### src/shared/lmcfg_cfg.svh
// Purpose: constants for the local memory configuration block
// Assumes: 32-bit register window, word offsets as byte addresses
// Notes: included by the package and the design
`ifndef LMCFG_CFG_SVH
`define LMCFG_CFG_SVH
`define LMCFG_ADDR_W 24
`define LMCFG_CTRL_OFFSET 24'h000004
`define LMCFG_WIDTH_BIT 1
`define LMCFG_SIZE_LO 12
`define LMCFG_SIZE_HI 13
`define LMCFG_COL_LO 14
`define LMCFG_COL_HI 15
`define LMCFG_CTRL_RST 32'h00000000
`define LMCFG_MB_8 8'h08
`define LMCFG_MB_16 8'h10
`define LMCFG_MB_32 8'h20
`define LMCFG_MB_64 8'h40
`define LMCFG_COLS_256 11'h100
`define LMCFG_COLS_512 11'h200
`define LMCFG_COLS_1024 11'h400
`define LMCFG_EMB_MB 8'h10
`define LMCFG_EMB_MHZ 145
`define LMCFG_BUS_32 7'h20
`define LMCFG_BUS_64 7'h40
`endif

### src/shared/lmcfg_pkg.sv
// Purpose: types for the local memory configuration block
// Assumes: constants come from lmcfg_cfg.svh
// Notes: none
`include "lmcfg_cfg.svh"
package lmcfg_pkg;
  typedef enum logic [1:0] {
    LMCFG_SIZE_16MB,
    LMCFG_SIZE_32MB,
    LMCFG_SIZE_64MB,
    LMCFG_SIZE_8MB
  } lmcfg_size_t;

  typedef struct packed {
    logic [1:0] size_strap_pins;
    logic [1:0] column_strap_pins;
    logic width_strap_pin;
  } lmcfg_straps_t;

  typedef struct packed {
    logic [7:0] size_mb;
    logic [10:0] column_words;
    logic [6:0] bus_bits;
  } lmcfg_decoded_t;
endpackage

### src/design/lmcfg_top.sv
// Purpose: local memory configuration control register with power-on straps
// Assumes: strap pins from the board, register port on clk_sys
// Notes: straps sampled while reset is high; software write overrides them
`timescale 1ns/1ps
`include "lmcfg_cfg.svh"
module lmcfg_top (
  // Clock and reset
  input wire logic clk_sys,
  input wire logic rst,
  // Strap pins
  input wire lmcfg_pkg::lmcfg_straps_t straps,
  // Embedded memory select
  input wire logic embedded_sel,
  // Register port
  input wire logic reg_wr,
  input wire logic reg_rd,
  input wire logic [`LMCFG_ADDR_W-1:0] reg_addr,
  input wire logic [31:0] reg_wdata,
  output logic [31:0] reg_rdata,
  output logic reg_rvalid,
  // Decoded configuration
  output lmcfg_pkg::lmcfg_size_t mem_size,
  output logic [1:0] column_size,
  output logic bus_width_64,
  output lmcfg_pkg::lmcfg_decoded_t decoded
);

  // ---------------------------------------------
  // Strap synchronisers
  // ---------------------------------------------
  lmcfg_pkg::lmcfg_straps_t strap_meta;
  lmcfg_pkg::lmcfg_straps_t strap_sync;
  logic [31:0] ctrl;
  logic hit;
  logic [31:0] next_ctrl;

  always_ff @(posedge clk_sys) begin
    strap_meta <= straps;
    strap_sync <= strap_meta;
  end

  assign hit = (reg_addr == `LMCFG_CTRL_OFFSET);

  // ---------------------------------------------
  // Control register
  // ---------------------------------------------
  // Straps re-sampled every reset cycle, so last level before release wins
  always_comb begin
    next_ctrl = ctrl;
    if (rst) begin
      next_ctrl = `LMCFG_CTRL_RST;
      next_ctrl[`LMCFG_SIZE_HI:`LMCFG_SIZE_LO] = strap_sync.size_strap_pins;
      next_ctrl[`LMCFG_COL_HI:`LMCFG_COL_LO] = strap_sync.column_strap_pins;
      next_ctrl[`LMCFG_WIDTH_BIT] = strap_sync.width_strap_pin;
    end else if (reg_wr && hit) begin
      next_ctrl = reg_wdata;
    end
  end

  always_ff @(posedge clk_sys) begin
    ctrl <= next_ctrl;
  end

  // ---------------------------------------------
  // Read port
  // ---------------------------------------------
  always_ff @(posedge clk_sys) begin
    if (rst) begin
      reg_rdata <= 32'h00000000;
      reg_rvalid <= 1'b0;
    end else begin
      reg_rvalid <= reg_rd;
      reg_rdata <= (reg_rd && hit) ? ctrl : 32'h00000000;
    end
  end

  // ---------------------------------------------
  // Field outputs and decode
  // ---------------------------------------------
  always_ff @(posedge clk_sys) begin
    if (rst) begin
      mem_size <= lmcfg_pkg::LMCFG_SIZE_16MB;
      column_size <= 2'h0;
      bus_width_64 <= 1'b0;
    end else begin
      mem_size <= lmcfg_pkg::lmcfg_size_t'(ctrl[`LMCFG_SIZE_HI:`LMCFG_SIZE_LO]);
      column_size <= ctrl[`LMCFG_COL_HI:`LMCFG_COL_LO];
      bus_width_64 <= ctrl[`LMCFG_WIDTH_BIT] & ~embedded_sel;
    end
  end

  always_ff @(posedge clk_sys) begin
    if (rst) begin
      decoded <= '0;
    end else begin
      // Embedded memory is fixed: 16MB on a 32-bit path
      if (embedded_sel) begin
        decoded.size_mb <= `LMCFG_EMB_MB;
        decoded.bus_bits <= `LMCFG_BUS_32;
      end else begin
        case (ctrl[`LMCFG_SIZE_HI:`LMCFG_SIZE_LO])
          2'h0: decoded.size_mb <= `LMCFG_MB_16;
          2'h1: decoded.size_mb <= `LMCFG_MB_32;
          2'h2: decoded.size_mb <= `LMCFG_MB_64;
          default: decoded.size_mb <= `LMCFG_MB_8;
        endcase
        decoded.bus_bits <= ctrl[`LMCFG_WIDTH_BIT] ? `LMCFG_BUS_64 : `LMCFG_BUS_32;
      end
      case (ctrl[`LMCFG_COL_HI:`LMCFG_COL_LO])
        2'h0: decoded.column_words <= `LMCFG_COLS_256;
        2'h1: decoded.column_words <= `LMCFG_COLS_512;
        default: decoded.column_words <= `LMCFG_COLS_1024;
      endcase
    end
  end

  // ---------------------------------------------
  // Assertions
  // ---------------------------------------------
  property p_write_takes;
    @(posedge clk_sys) disable iff (rst)
    (reg_wr && hit) |=> (ctrl == $past(reg_wdata));
  endproperty
  a_write_takes: assert property (p_write_takes) else $error("write not stored");

  // Three reset edges first, so the synchroniser no longer holds unknowns
  property p_strap_size;
    @(posedge clk_sys)
    rst [*3] |=> ctrl[`LMCFG_SIZE_HI:`LMCFG_SIZE_LO] == $past(strap_sync.size_strap_pins);
  endproperty
  a_strap_size: assert property (p_strap_size) else $error("size strap lost");

  property p_strap_col;
    @(posedge clk_sys)
    rst [*3] |=> ctrl[`LMCFG_COL_HI:`LMCFG_COL_LO] == $past(strap_sync.column_strap_pins);
  endproperty
  a_strap_col: assert property (p_strap_col) else $error("column strap lost");

  property p_strap_width;
    @(posedge clk_sys)
    rst [*3] |=> ctrl[`LMCFG_WIDTH_BIT] == $past(strap_sync.width_strap_pin);
  endproperty
  a_strap_width: assert property (p_strap_width) else $error("width strap lost");

  property p_hold;
    @(posedge clk_sys) disable iff (rst)
    !(reg_wr && hit) |=> $stable(ctrl);
  endproperty
  a_hold: assert property (p_hold) else $error("config changed without write");

  property p_read;
    @(posedge clk_sys) disable iff (rst)
    (reg_rd && hit && !reg_wr) |=> reg_rvalid && reg_rdata == $past(ctrl);
  endproperty
  a_read: assert property (p_read) else $error("read data wrong");

  property p_size_dec;
    @(posedge clk_sys) disable iff (rst)
    (!embedded_sel && ctrl[`LMCFG_SIZE_HI:`LMCFG_SIZE_LO] == 2'h3) ##1 $stable(ctrl) |-> decoded.size_mb == `LMCFG_MB_8;
  endproperty
  a_size_dec: assert property (p_size_dec) else $error("size decode wrong");

  property p_col_dec;
    @(posedge clk_sys) disable iff (rst)
    ctrl[`LMCFG_COL_HI] ##1 $stable(ctrl) |-> decoded.column_words == `LMCFG_COLS_1024;
  endproperty
  a_col_dec: assert property (p_col_dec) else $error("column decode wrong");

  property p_width_dec;
    @(posedge clk_sys) disable iff (rst)
    (!embedded_sel && ctrl[`LMCFG_WIDTH_BIT]) ##1 $stable(ctrl) |-> decoded.bus_bits == `LMCFG_BUS_64;
  endproperty
  a_width_dec: assert property (p_width_dec) else $error("width decode wrong");

  property p_embedded;
    @(posedge clk_sys) disable iff (rst)
    embedded_sel |=> decoded.bus_bits == `LMCFG_BUS_32 && decoded.size_mb == `LMCFG_EMB_MB;
  endproperty
  a_embedded: assert property (p_embedded) else $error("embedded not 32-bit 16MB");

  // ---------------------------------------------
  // Register access checks
  // ---------------------------------------------
  property p_rvalid_pulse;
    @(posedge clk_sys) disable iff (rst)
    reg_rd |=> reg_rvalid;
  endproperty
  a_rvalid_pulse: assert property (p_rvalid_pulse) else $error("read not answered");

  property p_rvalid_idle;
    @(posedge clk_sys) disable iff (rst)
    !reg_rd |=> !reg_rvalid;
  endproperty
  a_rvalid_idle: assert property (p_rvalid_idle) else $error("answer without read");

  property p_miss_read;
    @(posedge clk_sys) disable iff (rst)
    (reg_rd && !hit) |=> reg_rdata == 32'h00000000;
  endproperty
  a_miss_read: assert property (p_miss_read) else $error("unmapped read not zero");

  property p_miss_write;
    @(posedge clk_sys) disable iff (rst)
    (reg_wr && !hit) |=> $stable(ctrl);
  endproperty
  a_miss_write: assert property (p_miss_write) else $error("unmapped write landed");

  // ---------------------------------------------
  // Field output checks
  // ---------------------------------------------
  property p_size_out;
    @(posedge clk_sys) disable iff (rst)
    1'b1 |=> mem_size == lmcfg_pkg::lmcfg_size_t'($past(ctrl[`LMCFG_SIZE_HI:`LMCFG_SIZE_LO]));
  endproperty
  a_size_out: assert property (p_size_out) else $error("size field output wrong");

  property p_col_out;
    @(posedge clk_sys) disable iff (rst)
    1'b1 |=> column_size == $past(ctrl[`LMCFG_COL_HI:`LMCFG_COL_LO]);
  endproperty
  a_col_out: assert property (p_col_out) else $error("column field output wrong");

  property p_width_out;
    @(posedge clk_sys) disable iff (rst)
    1'b1 |=> bus_width_64 == $past(ctrl[`LMCFG_WIDTH_BIT] & ~embedded_sel);
  endproperty
  a_width_out: assert property (p_width_out) else $error("width output wrong");

  property p_emb_narrow;
    @(posedge clk_sys) disable iff (rst)
    embedded_sel |=> !bus_width_64;
  endproperty
  a_emb_narrow: assert property (p_emb_narrow) else $error("embedded memory on wide bus");

  // ---------------------------------------------
  // Decode checks
  // ---------------------------------------------
  property p_size_16;
    @(posedge clk_sys) disable iff (rst)
    (!embedded_sel && ctrl[`LMCFG_SIZE_HI:`LMCFG_SIZE_LO] == 2'h0) ##1 $stable(ctrl) |-> decoded.size_mb == `LMCFG_MB_16;
  endproperty
  a_size_16: assert property (p_size_16) else $error("size code 0 decode wrong");

  property p_size_32;
    @(posedge clk_sys) disable iff (rst)
    (!embedded_sel && ctrl[`LMCFG_SIZE_HI:`LMCFG_SIZE_LO] == 2'h1) ##1 $stable(ctrl) |-> decoded.size_mb == `LMCFG_MB_32;
  endproperty
  a_size_32: assert property (p_size_32) else $error("size code 1 decode wrong");

  property p_size_64;
    @(posedge clk_sys) disable iff (rst)
    (!embedded_sel && ctrl[`LMCFG_SIZE_HI:`LMCFG_SIZE_LO] == 2'h2) ##1 $stable(ctrl) |-> decoded.size_mb == `LMCFG_MB_64;
  endproperty
  a_size_64: assert property (p_size_64) else $error("size code 2 decode wrong");

  property p_col_256;
    @(posedge clk_sys) disable iff (rst)
    (ctrl[`LMCFG_COL_HI:`LMCFG_COL_LO] == 2'h0) ##1 $stable(ctrl) |-> decoded.column_words == `LMCFG_COLS_256;
  endproperty
  a_col_256: assert property (p_col_256) else $error("column code 0 decode wrong");

  property p_col_512;
    @(posedge clk_sys) disable iff (rst)
    (ctrl[`LMCFG_COL_HI:`LMCFG_COL_LO] == 2'h1) ##1 $stable(ctrl) |-> decoded.column_words == `LMCFG_COLS_512;
  endproperty
  a_col_512: assert property (p_col_512) else $error("column code 1 decode wrong");

  property p_width_32;
    @(posedge clk_sys) disable iff (rst)
    (!embedded_sel && !ctrl[`LMCFG_WIDTH_BIT]) ##1 $stable(ctrl) |-> decoded.bus_bits == `LMCFG_BUS_32;
  endproperty
  a_width_32: assert property (p_width_32) else $error("narrow width decode wrong");

  // ---------------------------------------------
  // Reset checks
  // ---------------------------------------------
  // Outputs are quiet while reset holds, so no stale decode reaches users
  property p_reset_clear;
    @(posedge clk_sys)
    rst |=> !reg_rvalid && reg_rdata == 32'h00000000 && decoded == '0 && !bus_width_64;
  endproperty
  a_reset_clear: assert property (p_reset_clear) else $error("outputs not cleared in reset");

  c_reload: cover property (@(posedge clk_sys) rst ##1 !rst);
  c_write: cover property (@(posedge clk_sys) disable iff (rst) reg_wr && hit);
  c_read: cover property (@(posedge clk_sys) disable iff (rst) reg_rd && hit);
  c_wide: cover property (@(posedge clk_sys) disable iff (rst) bus_width_64);
  c_emb: cover property (@(posedge clk_sys) disable iff (rst) embedded_sel);

endmodule // lmcfg_top

### config.mk
export PLATFORM = sky130hd
export DESIGN_NAME = lmcfg_top
export DESIGN_NICKNAME = d
export VERILOG_FILES = /design/src/shared/lmcfg_pkg.sv /design/src/design/lmcfg_top.sv
export VERILOG_INCLUDE_DIRS = /design/src /design/src/shared
export SDC_FILE = /design/constraint.sdc
export NUM_CORES = 1
export LEC_CHECK = 0
export BUFFER_PORTS_ARGS = -buffer_cell sky130_fd_sc_hd__buf_2
export CORE_ASPECT_RATIO = 1.2
export CORE_MARGIN = 1.5
export CORE_UTILIZATION = 45
export CTS_CLUSTER_DIAMETER = 50
export DETAILED_ROUTE_END_ITERATION = 7
export PLACE_DENSITY = 0.76
export SYNTH_ARGS = -nofsm -noshare
export SYNTH_HDL_FRONTEND = slang
export SYNTH_SLANG_ARGS = --single-unit
### constraint.sdc
create_clock -name clk_sys -period 2.3 [get_ports clk_sys]
set_input_delay 0.46 -clock clk_sys [delete_from_list [all_inputs] [get_ports clk_sys]]
set_output_delay 0.46 -clock clk_sys [all_outputs]
set_load 0.02 [all_outputs]
-- Yosys cells after proc, flatten, opt, wreduce, memory -nomap -nowiden
Index checks and enable logic that the tools add are counted.
- register bits after elaboration: 105
- input bits: 66
- output and inout port bits: 64
- logic and storage cells: 39
- eq/ne operators: 4
- multiplexer cells: 7
- bitwise logic cells: 3
- reductions and logical operators: 7
- operator list (cell ; number):
    two-way mux 16 bit ; 2
    == test 24 x 3 -> 1 bit, second input constant ; 1
    one-hot mux 11 bit (2 select lines) ; 1
    one-hot mux 7 bit (3 select lines) ; 1
    two-way mux 7 bit ; 1
    two-way mux 6 bit ; 1
    two-way mux 5 bit ; 1
    == test 2 x 1 -> 1 bit, second input constant ; 2
    zero test 2 bit ; 2
    OR reduction 2 bit ; 2
    == test 2 bit, second input constant ; 1
    logical AND 1 bit ; 2
    NOT 1 bit ; 2
    nonzero test 2 bit ; 1
    bitwise AND 1 bit ; 1

-- Longest topological paths before layout
Gate-level depths: netlist of run 1.
- word-level depth: 4
- mapped depth: 6
- gate-level depth less buffers: 4

-- Least setup slack after synthesis of run 1
OpenSTA, ideal clock, no wires.
- kind: input-to-reg
- from: input reg_addr[21]
- to: register ctrl[12], enable pin
- setup time: 310 ps
- arrival time: 1422 ps
- data required time: 1990 ps
- setup slack: 568 ps
- cell stages on the path: 5
- path buffers: 2
- cells stage by stage: nor4b_2 and4_1 buf_4 buf_6 a21o_1
- longest elaborated chain between the ends: 3
- ends and longest elaborated chain (what ; line ; RTL):
    start: declaration ; lmcfg_top.sv:17 ; input wire logic [`LMCFG_ADDR_W-1:0] reg_addr,
    == test 24 x 3 -> 1 bit (no source line) ; -- ;
    logical AND 1 bit ; lmcfg_top.sv:55 ; end else if (reg_wr && hit) begin
    nonzero test 2 bit (no source line) ; -- ;
    end signal: assignment ; lmcfg_top.sv:61 ; ctrl <= next_ctrl;
    end: declaration ; lmcfg_top.sv:33 ; logic [31:0] ctrl;
Every way passes these cells.
A chain may end at the register's enable or synchronous reset.

-- Final worst setup path of run 1
- from: input reg_addr[1]
- to: register ctrl[1], enable pin
The elaborated chain is that of the path after synthesis.

==> flow_summary.toml, run 1 <==
[placed_design]
place_congestion = 0.728
hpwl_um = 4390
port_buffers = 112

[clock_tree]
clock_path_buffers = 2
cts_resized = 0
clk_latency_ps = 360
numCtsBuffers = 9
cts_setup_buffers = 0
cts_sinks = 89
holdBufCountCts = 0
cts_tree = "built"
root_buffer = "clkbuf_8"
cts_max_level = 3
clkTransAtPathRegs_ps = 80

[detailed_routing]
firstDrtPassIters = 5
drt_iter0_drc = 106
post_drt_via_cell_ratio = 4.80
drt-total-wl_um = 6160
vias = 2340
remaining_drc_errors = 0
wl_per_cell_um = 12.6
postRouteAntennaNets = 0

[setup_path]
path_max_fanout = 7
cpMaxStageDelayCell = "and4_1"
path_cells = "buf_2 -> nor4_2 -> and4_1 -> a21o_1"
arrival_ps = 1610
cp.depth = 4
rr_startpoint = "ctrl[13]$_DFFE_PP_"
critPathRequiredTime_ps = 2360
setup.worst_path.end = "ctrl[1]$_DFFE_PP_"
max_stage_delay_ps = 430
startpoint_type = "input port"
cp_num_buf_inv = 1
reg2reg_to = "decoded[21]$_SDFF_PP0_"
startpoint = "reg_addr[1]"
crit_type = "in2reg"
reg2regPathDepth = 2
cp-end-kind = "flop"
path_delay_family = "simple AND/OR/NAND/NOR gates"
worst-r2r-setup-slack_ps = 1380

[timing]
fin_skew_ps = 4.73
fin_tns_setup_ps = 0
period_minus_slack_ps = 1550
rsz0062_at_grt = "false"
fmaxAchievable_mhz = 646
whs_ps = 196
hold_viol = 0
setup_violations = 0
maxSlewViolCount = 0
fin_crit_sh_pct = 67.3

[power]
power.leakage_nw = 1.68
power_per_cell_area_nw_per_um2 = 742
ir_drop_v = 0.000393

[layout]
fillCellCount = 573
num_antenna_cells = 0
final_common_cell = "buf_2"
layout.nets = 464
syn_to_final_growth_pct = 24.5
drive_above_1_share_pct = 36.2
mostFrequentLayoutCells = "112 x buf_2, 84 x dfxtp_1, 34 x nand3_1"

[global_route]
grt_max_degree = 33
antenna_found_initial = 0
grt_pass1_vias = 2139
grt_util_all_layers_pct = 17.8
grt_overflow = 0
grt_pass1_wl_um = 9670

[die]
initial_core_util_pct = 46.9
die-area_sq_um = 7210
io-pin-count = 130
coreArea_sq_um = 6450
die_y_um = 92.7
die_w_um = 77.8
rows = 32

[synth]
synth_area_leader_cell = "dfxtp_1"
netlist_instances = 286
synthTopCellsByArea = "dfxtp_1 56%, and2_1 6.6%, nand3_1 5.6%"
syn-cell-area_sq_um = 3020
seq_area_frac_synth_pct = 60.6
ys_ff_latch = 89
yosysWarnings = 0
syn_area_per_cell_sq_um = 10.6
post_synth_num_cell_types = 26
yosysTopAreaCellShare_pct = 55.7

[flow_run]
cap_violations = 0

[outcome]
status = "completed"

[hold_path]
hold_class = "in2reg"
-- sequential cells by signal, summed over array words and instances (netlist names) --
signal,count
ctrl,32
reg_rdata,32
decoded,9
strap_meta,5
strap_sync,5
column_size,2
mem_size,2
bus_width_64,1
reg_rvalid,1
-- report_power, final --
group          internal [mW]  switching (mW)  leakage (nW)
Clock                  0.502           0.551        0.0994
Sequential              1.58         0.00996         0.735
Combinational         0.0606          0.0875         0.851
Total                   2.14           0.649          1.68
-- worst min path at each step --
stage                                      from               endpoint  slack, ps  cells after the start
after floorplan           strap_meta[0]$_DFF_P_  strap_sync[0]$_DFF_P_        310                      0
after CTS                             straps[2]  strap_meta[2]$_DFF_P_        180                      1
after global routing                  straps[1]  strap_meta[1]$_DFF_P_        170                      1
final                                 straps[4]  strap_meta[4]$_DFF_P_        200                      1
after global placement    strap_meta[2]$_DFF_P_  strap_sync[2]$_DFF_P_        310                      0
after detailed placement  strap_meta[1]$_DFF_P_  strap_sync[1]$_DFF_P_        310                      0
-- routing by layer --
| layer | GRT usage [%] | part of all wire, % | vias up |
|---|---|---|---|
| met2 | 30.7 | 50 | 115 |
| li1 | - | - | 1160 |
| met4 | 9.70 | 2.5 | 0 |
| met1 | 19.0 | 39 | 1053 |
| met3 | 6.01 | 8.3 | 12 |
| met5 | 0 | 0 | - |
-- synth_stat cells --
cell and count:
dfxtp_1 84, nand3_1 34, and2_1 32, o21ai_0 30
a21oi_1 28, buf_4 22, clkbuf_1 7, buf_6 6
nor2b_1 6, edfxtp_1 5, nand2_1 5, nor4_2 5
nor3b_1 4, nor2_1 3, and3_1 2, clkbuf_2 2
o21ai_1 2, a21o_1 1, and4_1 1, conb_1 1
inv_1 1, nand4_2 1, nor2_4 1, nor3_1 1
nor4b_1 1, nor4b_2 1
-- cell type report --
| cell class | instances | area, sq um | area share [%] |
|---|---|---|---|
| timing repair buffer | 122 | 648 | 17.2 |
| multi-input combinational | 175 | 976 | 26.0 |
| clock inverter | 7 | 70.1 | 1.86 |
| inverter | 1 | 3.75 | 0.0998 |
| clock buffer | 9 | 124 | 3.29 |
| tap | 85 | 106 | 2.83 |
| sequential | 89 | 1830 | 48.7 |
-- worst reg2reg max path: stages (launching register included) --
cell	delay [ps]
edfxtp_1	430
nor2b_1	180
and3_1	200
-- metrics by stage --
step	util [%]	total power [mW]	area (sq um)	setup WS [ps]	std cells
floorplan	-	1.71	3080	568	302
global placement	55.3	1.77	3570	400	472
detailed placement	55.3	1.77	3570	375	472
CTS	58.3	2.81	3760	757	488
global route	58.3	2.91	3760	630	488
finish	58.3	2.79	3760	751	488
-- kinds of logic after synthesis --
| group | after synthesis | synth area share [%] |
|---|---|---|
| DFF | 89 | 60.6 |
| other | 1 | 0.124 |
| buffers and inverters | 38 | 9.03 |
| and+or+nand+nor | 97 | 20.0 |
| AOI/OAI and AO/OA | 61 | 10.2 |
Power figures use the tool's default switching activity.
==> run 2: changes to the inputs <==
CORE_UTILIZATION = 42   (was 45)
PLACE_DENSITY = 0.75   (was 0.76)
clock period = 1.4 ns   (was 2.3 ns; I/O delays follow)
==> run 2 against run 1 <==
Effect of this change: final area grew 3.8%; clock skew grew 2.7 ps; global-route usage shrank 1.1 points.
==> flow_summary.toml, run 2 (synthesis gave the netlist of run 1 again) <==
[detailed_routing]
post_drt_via_cell_ratio = 4.71
drt_iter0_drc = 103
firstDrtPassIters = 4
postRouteAntennaNets = 0
drt-total-wl_um = 6410
vias = 2327
wl_per_cell_um = 13.0
remaining_drc_errors = 0

[die]
die-area_sq_um = 7710
die_y_um = 95.9
die_w_um = 80.4
rows = 33
initial_core_util_pct = 43.8
io-pin-count = 130
coreArea_sq_um = 6900

[layout]
ff_latch_area_sq_um = 1830
mostFrequentLayoutCells = "112 x buf_2, 84 x dfxtp_1, 34 x nand3_1"
multi_input_area_sq_um = 1030
fillCellCount = 590
postLayoutCellArea_sq_um = 3900
finish.utilization_pct = 56.6
final_common_cell = "buf_2"
syn_to_final_growth_pct = 29.2
reg_top3 = "ctrl (32), reg_rdata (32), decoded (9)"
num_antenna_cells = 0
final-instance-count-excl-fill = 494
drive_above_1_share_pct = 36.4
layout.nets = 468

[power]
power.leakage_nw = 1.74
ir_drop_v = 0.000782
power_per_cell_area_nw_per_um2 = 1260

[global_route]
grt_max_degree = 51
antenna_found_initial = 0
grt_pass1_wl_um = 9630
grt_pass1_vias = 2148
grt_util_all_layers_pct = 16.7
grt_overflow = 0

[clock_tree]
clk_latency_ps = 350
cts_max_level = 3
numCtsBuffers = 9
cts_resized = 0
holdBufCountCts = 0
root_buffer = "clkbuf_8"
clkTransAtPathRegs_ps = 80
cts_sinks = 89
clock_path_buffers = 2
cts_setup_buffers = 0
cts_tree = "built"

[placed_design]
place_congestion = 0.746
port_buffers = 112
dp.cells = 478
postPlaceCellArea_sq_um = 3660
hpwl_um = 4740

[timing]
hold_viol = 0
fin_tns_setup_ps = 0
fmaxAchievable_mhz = 776
setup_violations = 0
period_minus_slack_ps = 1290
fin_crit_sh_pct = 92.0
maxSlewViolCount = 0
fin_skew_ps = 7.42
rsz0062_at_grt = "false"

[setup_path]
path_max_fanout = 16
worst-r2r-setup-slack_ps = 520
cp-end-kind = "flop"
critPathRequiredTime_ps = 1670
rr_startpoint = "ctrl[13]$_DFFE_PP_"
startpoint_type = "input port"
crit_type = "in2reg"
reg2regPathDepth = 2
arrival_ps = 1560
reg2reg_to = "decoded[21]$_SDFF_PP0_"

[flow_run]
cap_violations = 0

[hold_path]
hold_class = "in2reg"
min_from = "straps[2]"
worst_hold_path.endpoint = "strap_meta[2]$_DFF_P_"
whs_path_depth = 1

[outcome]
status = "completed"
[run 2: changes by cell type in the layout (fill, tap and decap cells not counted), sizes merged]
cell,delta
buf,+4
bufinv,+1
clkbuf,+4
clkinv,-4
clkinvlp,-1
[run 2: layout make-up]
class	count	area share, %
clock buffer	13	4.36
clock inverter	3	1.76
inverter	1	0.0962
multi-input combinational	175	26.4
sequential	89	46.9
tap	87	2.79
timing repair buffer	126	17.7
[run 2: how the worst max path moves through the flow]
stage / from / to / slack, ps
2_1_floorplan: reg_addr[21] / ctrl[12]$_DFFE_PP_ / -120
3_3_place_gp: reg_addr[1] / ctrl[15]$_DFFE_PP_ / -190
3_5_place_dp: reg_addr[1] / ctrl[26]$_SDFFE_PP0P_ / -260
4_1_cts: reg_addr[1] / ctrl[26]$_SDFFE_PP0P_ / 120
5_1_grt: reg_addr[15] / ctrl[26]$_SDFFE_PP0P_ / 20
6_report: reg_addr[14] / ctrl[26]$_SDFFE_PP0P_ / 110
[run 2: worst max-delay path, cell delays in order]
cell and delay, ps:
buf_2 110, nor4_4 290, and4_1 330, buf_4 250, nand3_1 120, a21oi_1 180
[run 2: stage by stage]
step           worst slack [ps]  power [mW]  hold slack, ps
3_3_place_gp               -195        2.94             312
6_report                    112        4.90            29.2
2_1_floorplan              -120        2.82             308
5_1_grt                    15.4        5.06            20.1
4_1_cts                     123        4.93            16.0
3_5_place_dp               -255        2.94             312
[run 2: routing by layer]
metal,up-vias,wire length [um],track usage (%)
met3,9,474,4.27
li1,1167,-,-
met5,-,0,0
met2,100,3320,29.9
met1,1051,2500,17.9
met4,0,125,8.76
[run 2: where the power goes]
| group | leakage [nW] | total [mW] | switching, mW | internal [mW] |
|---|---|---|---|---|
| Sequential | 0.735 | 2.61 | 0.0161 | 2.59 |
| Combinational | 0.890 | 0.269 | 0.160 | 0.108 |
| Clock | 0.119 | 2.02 | 0.848 | 1.17 |
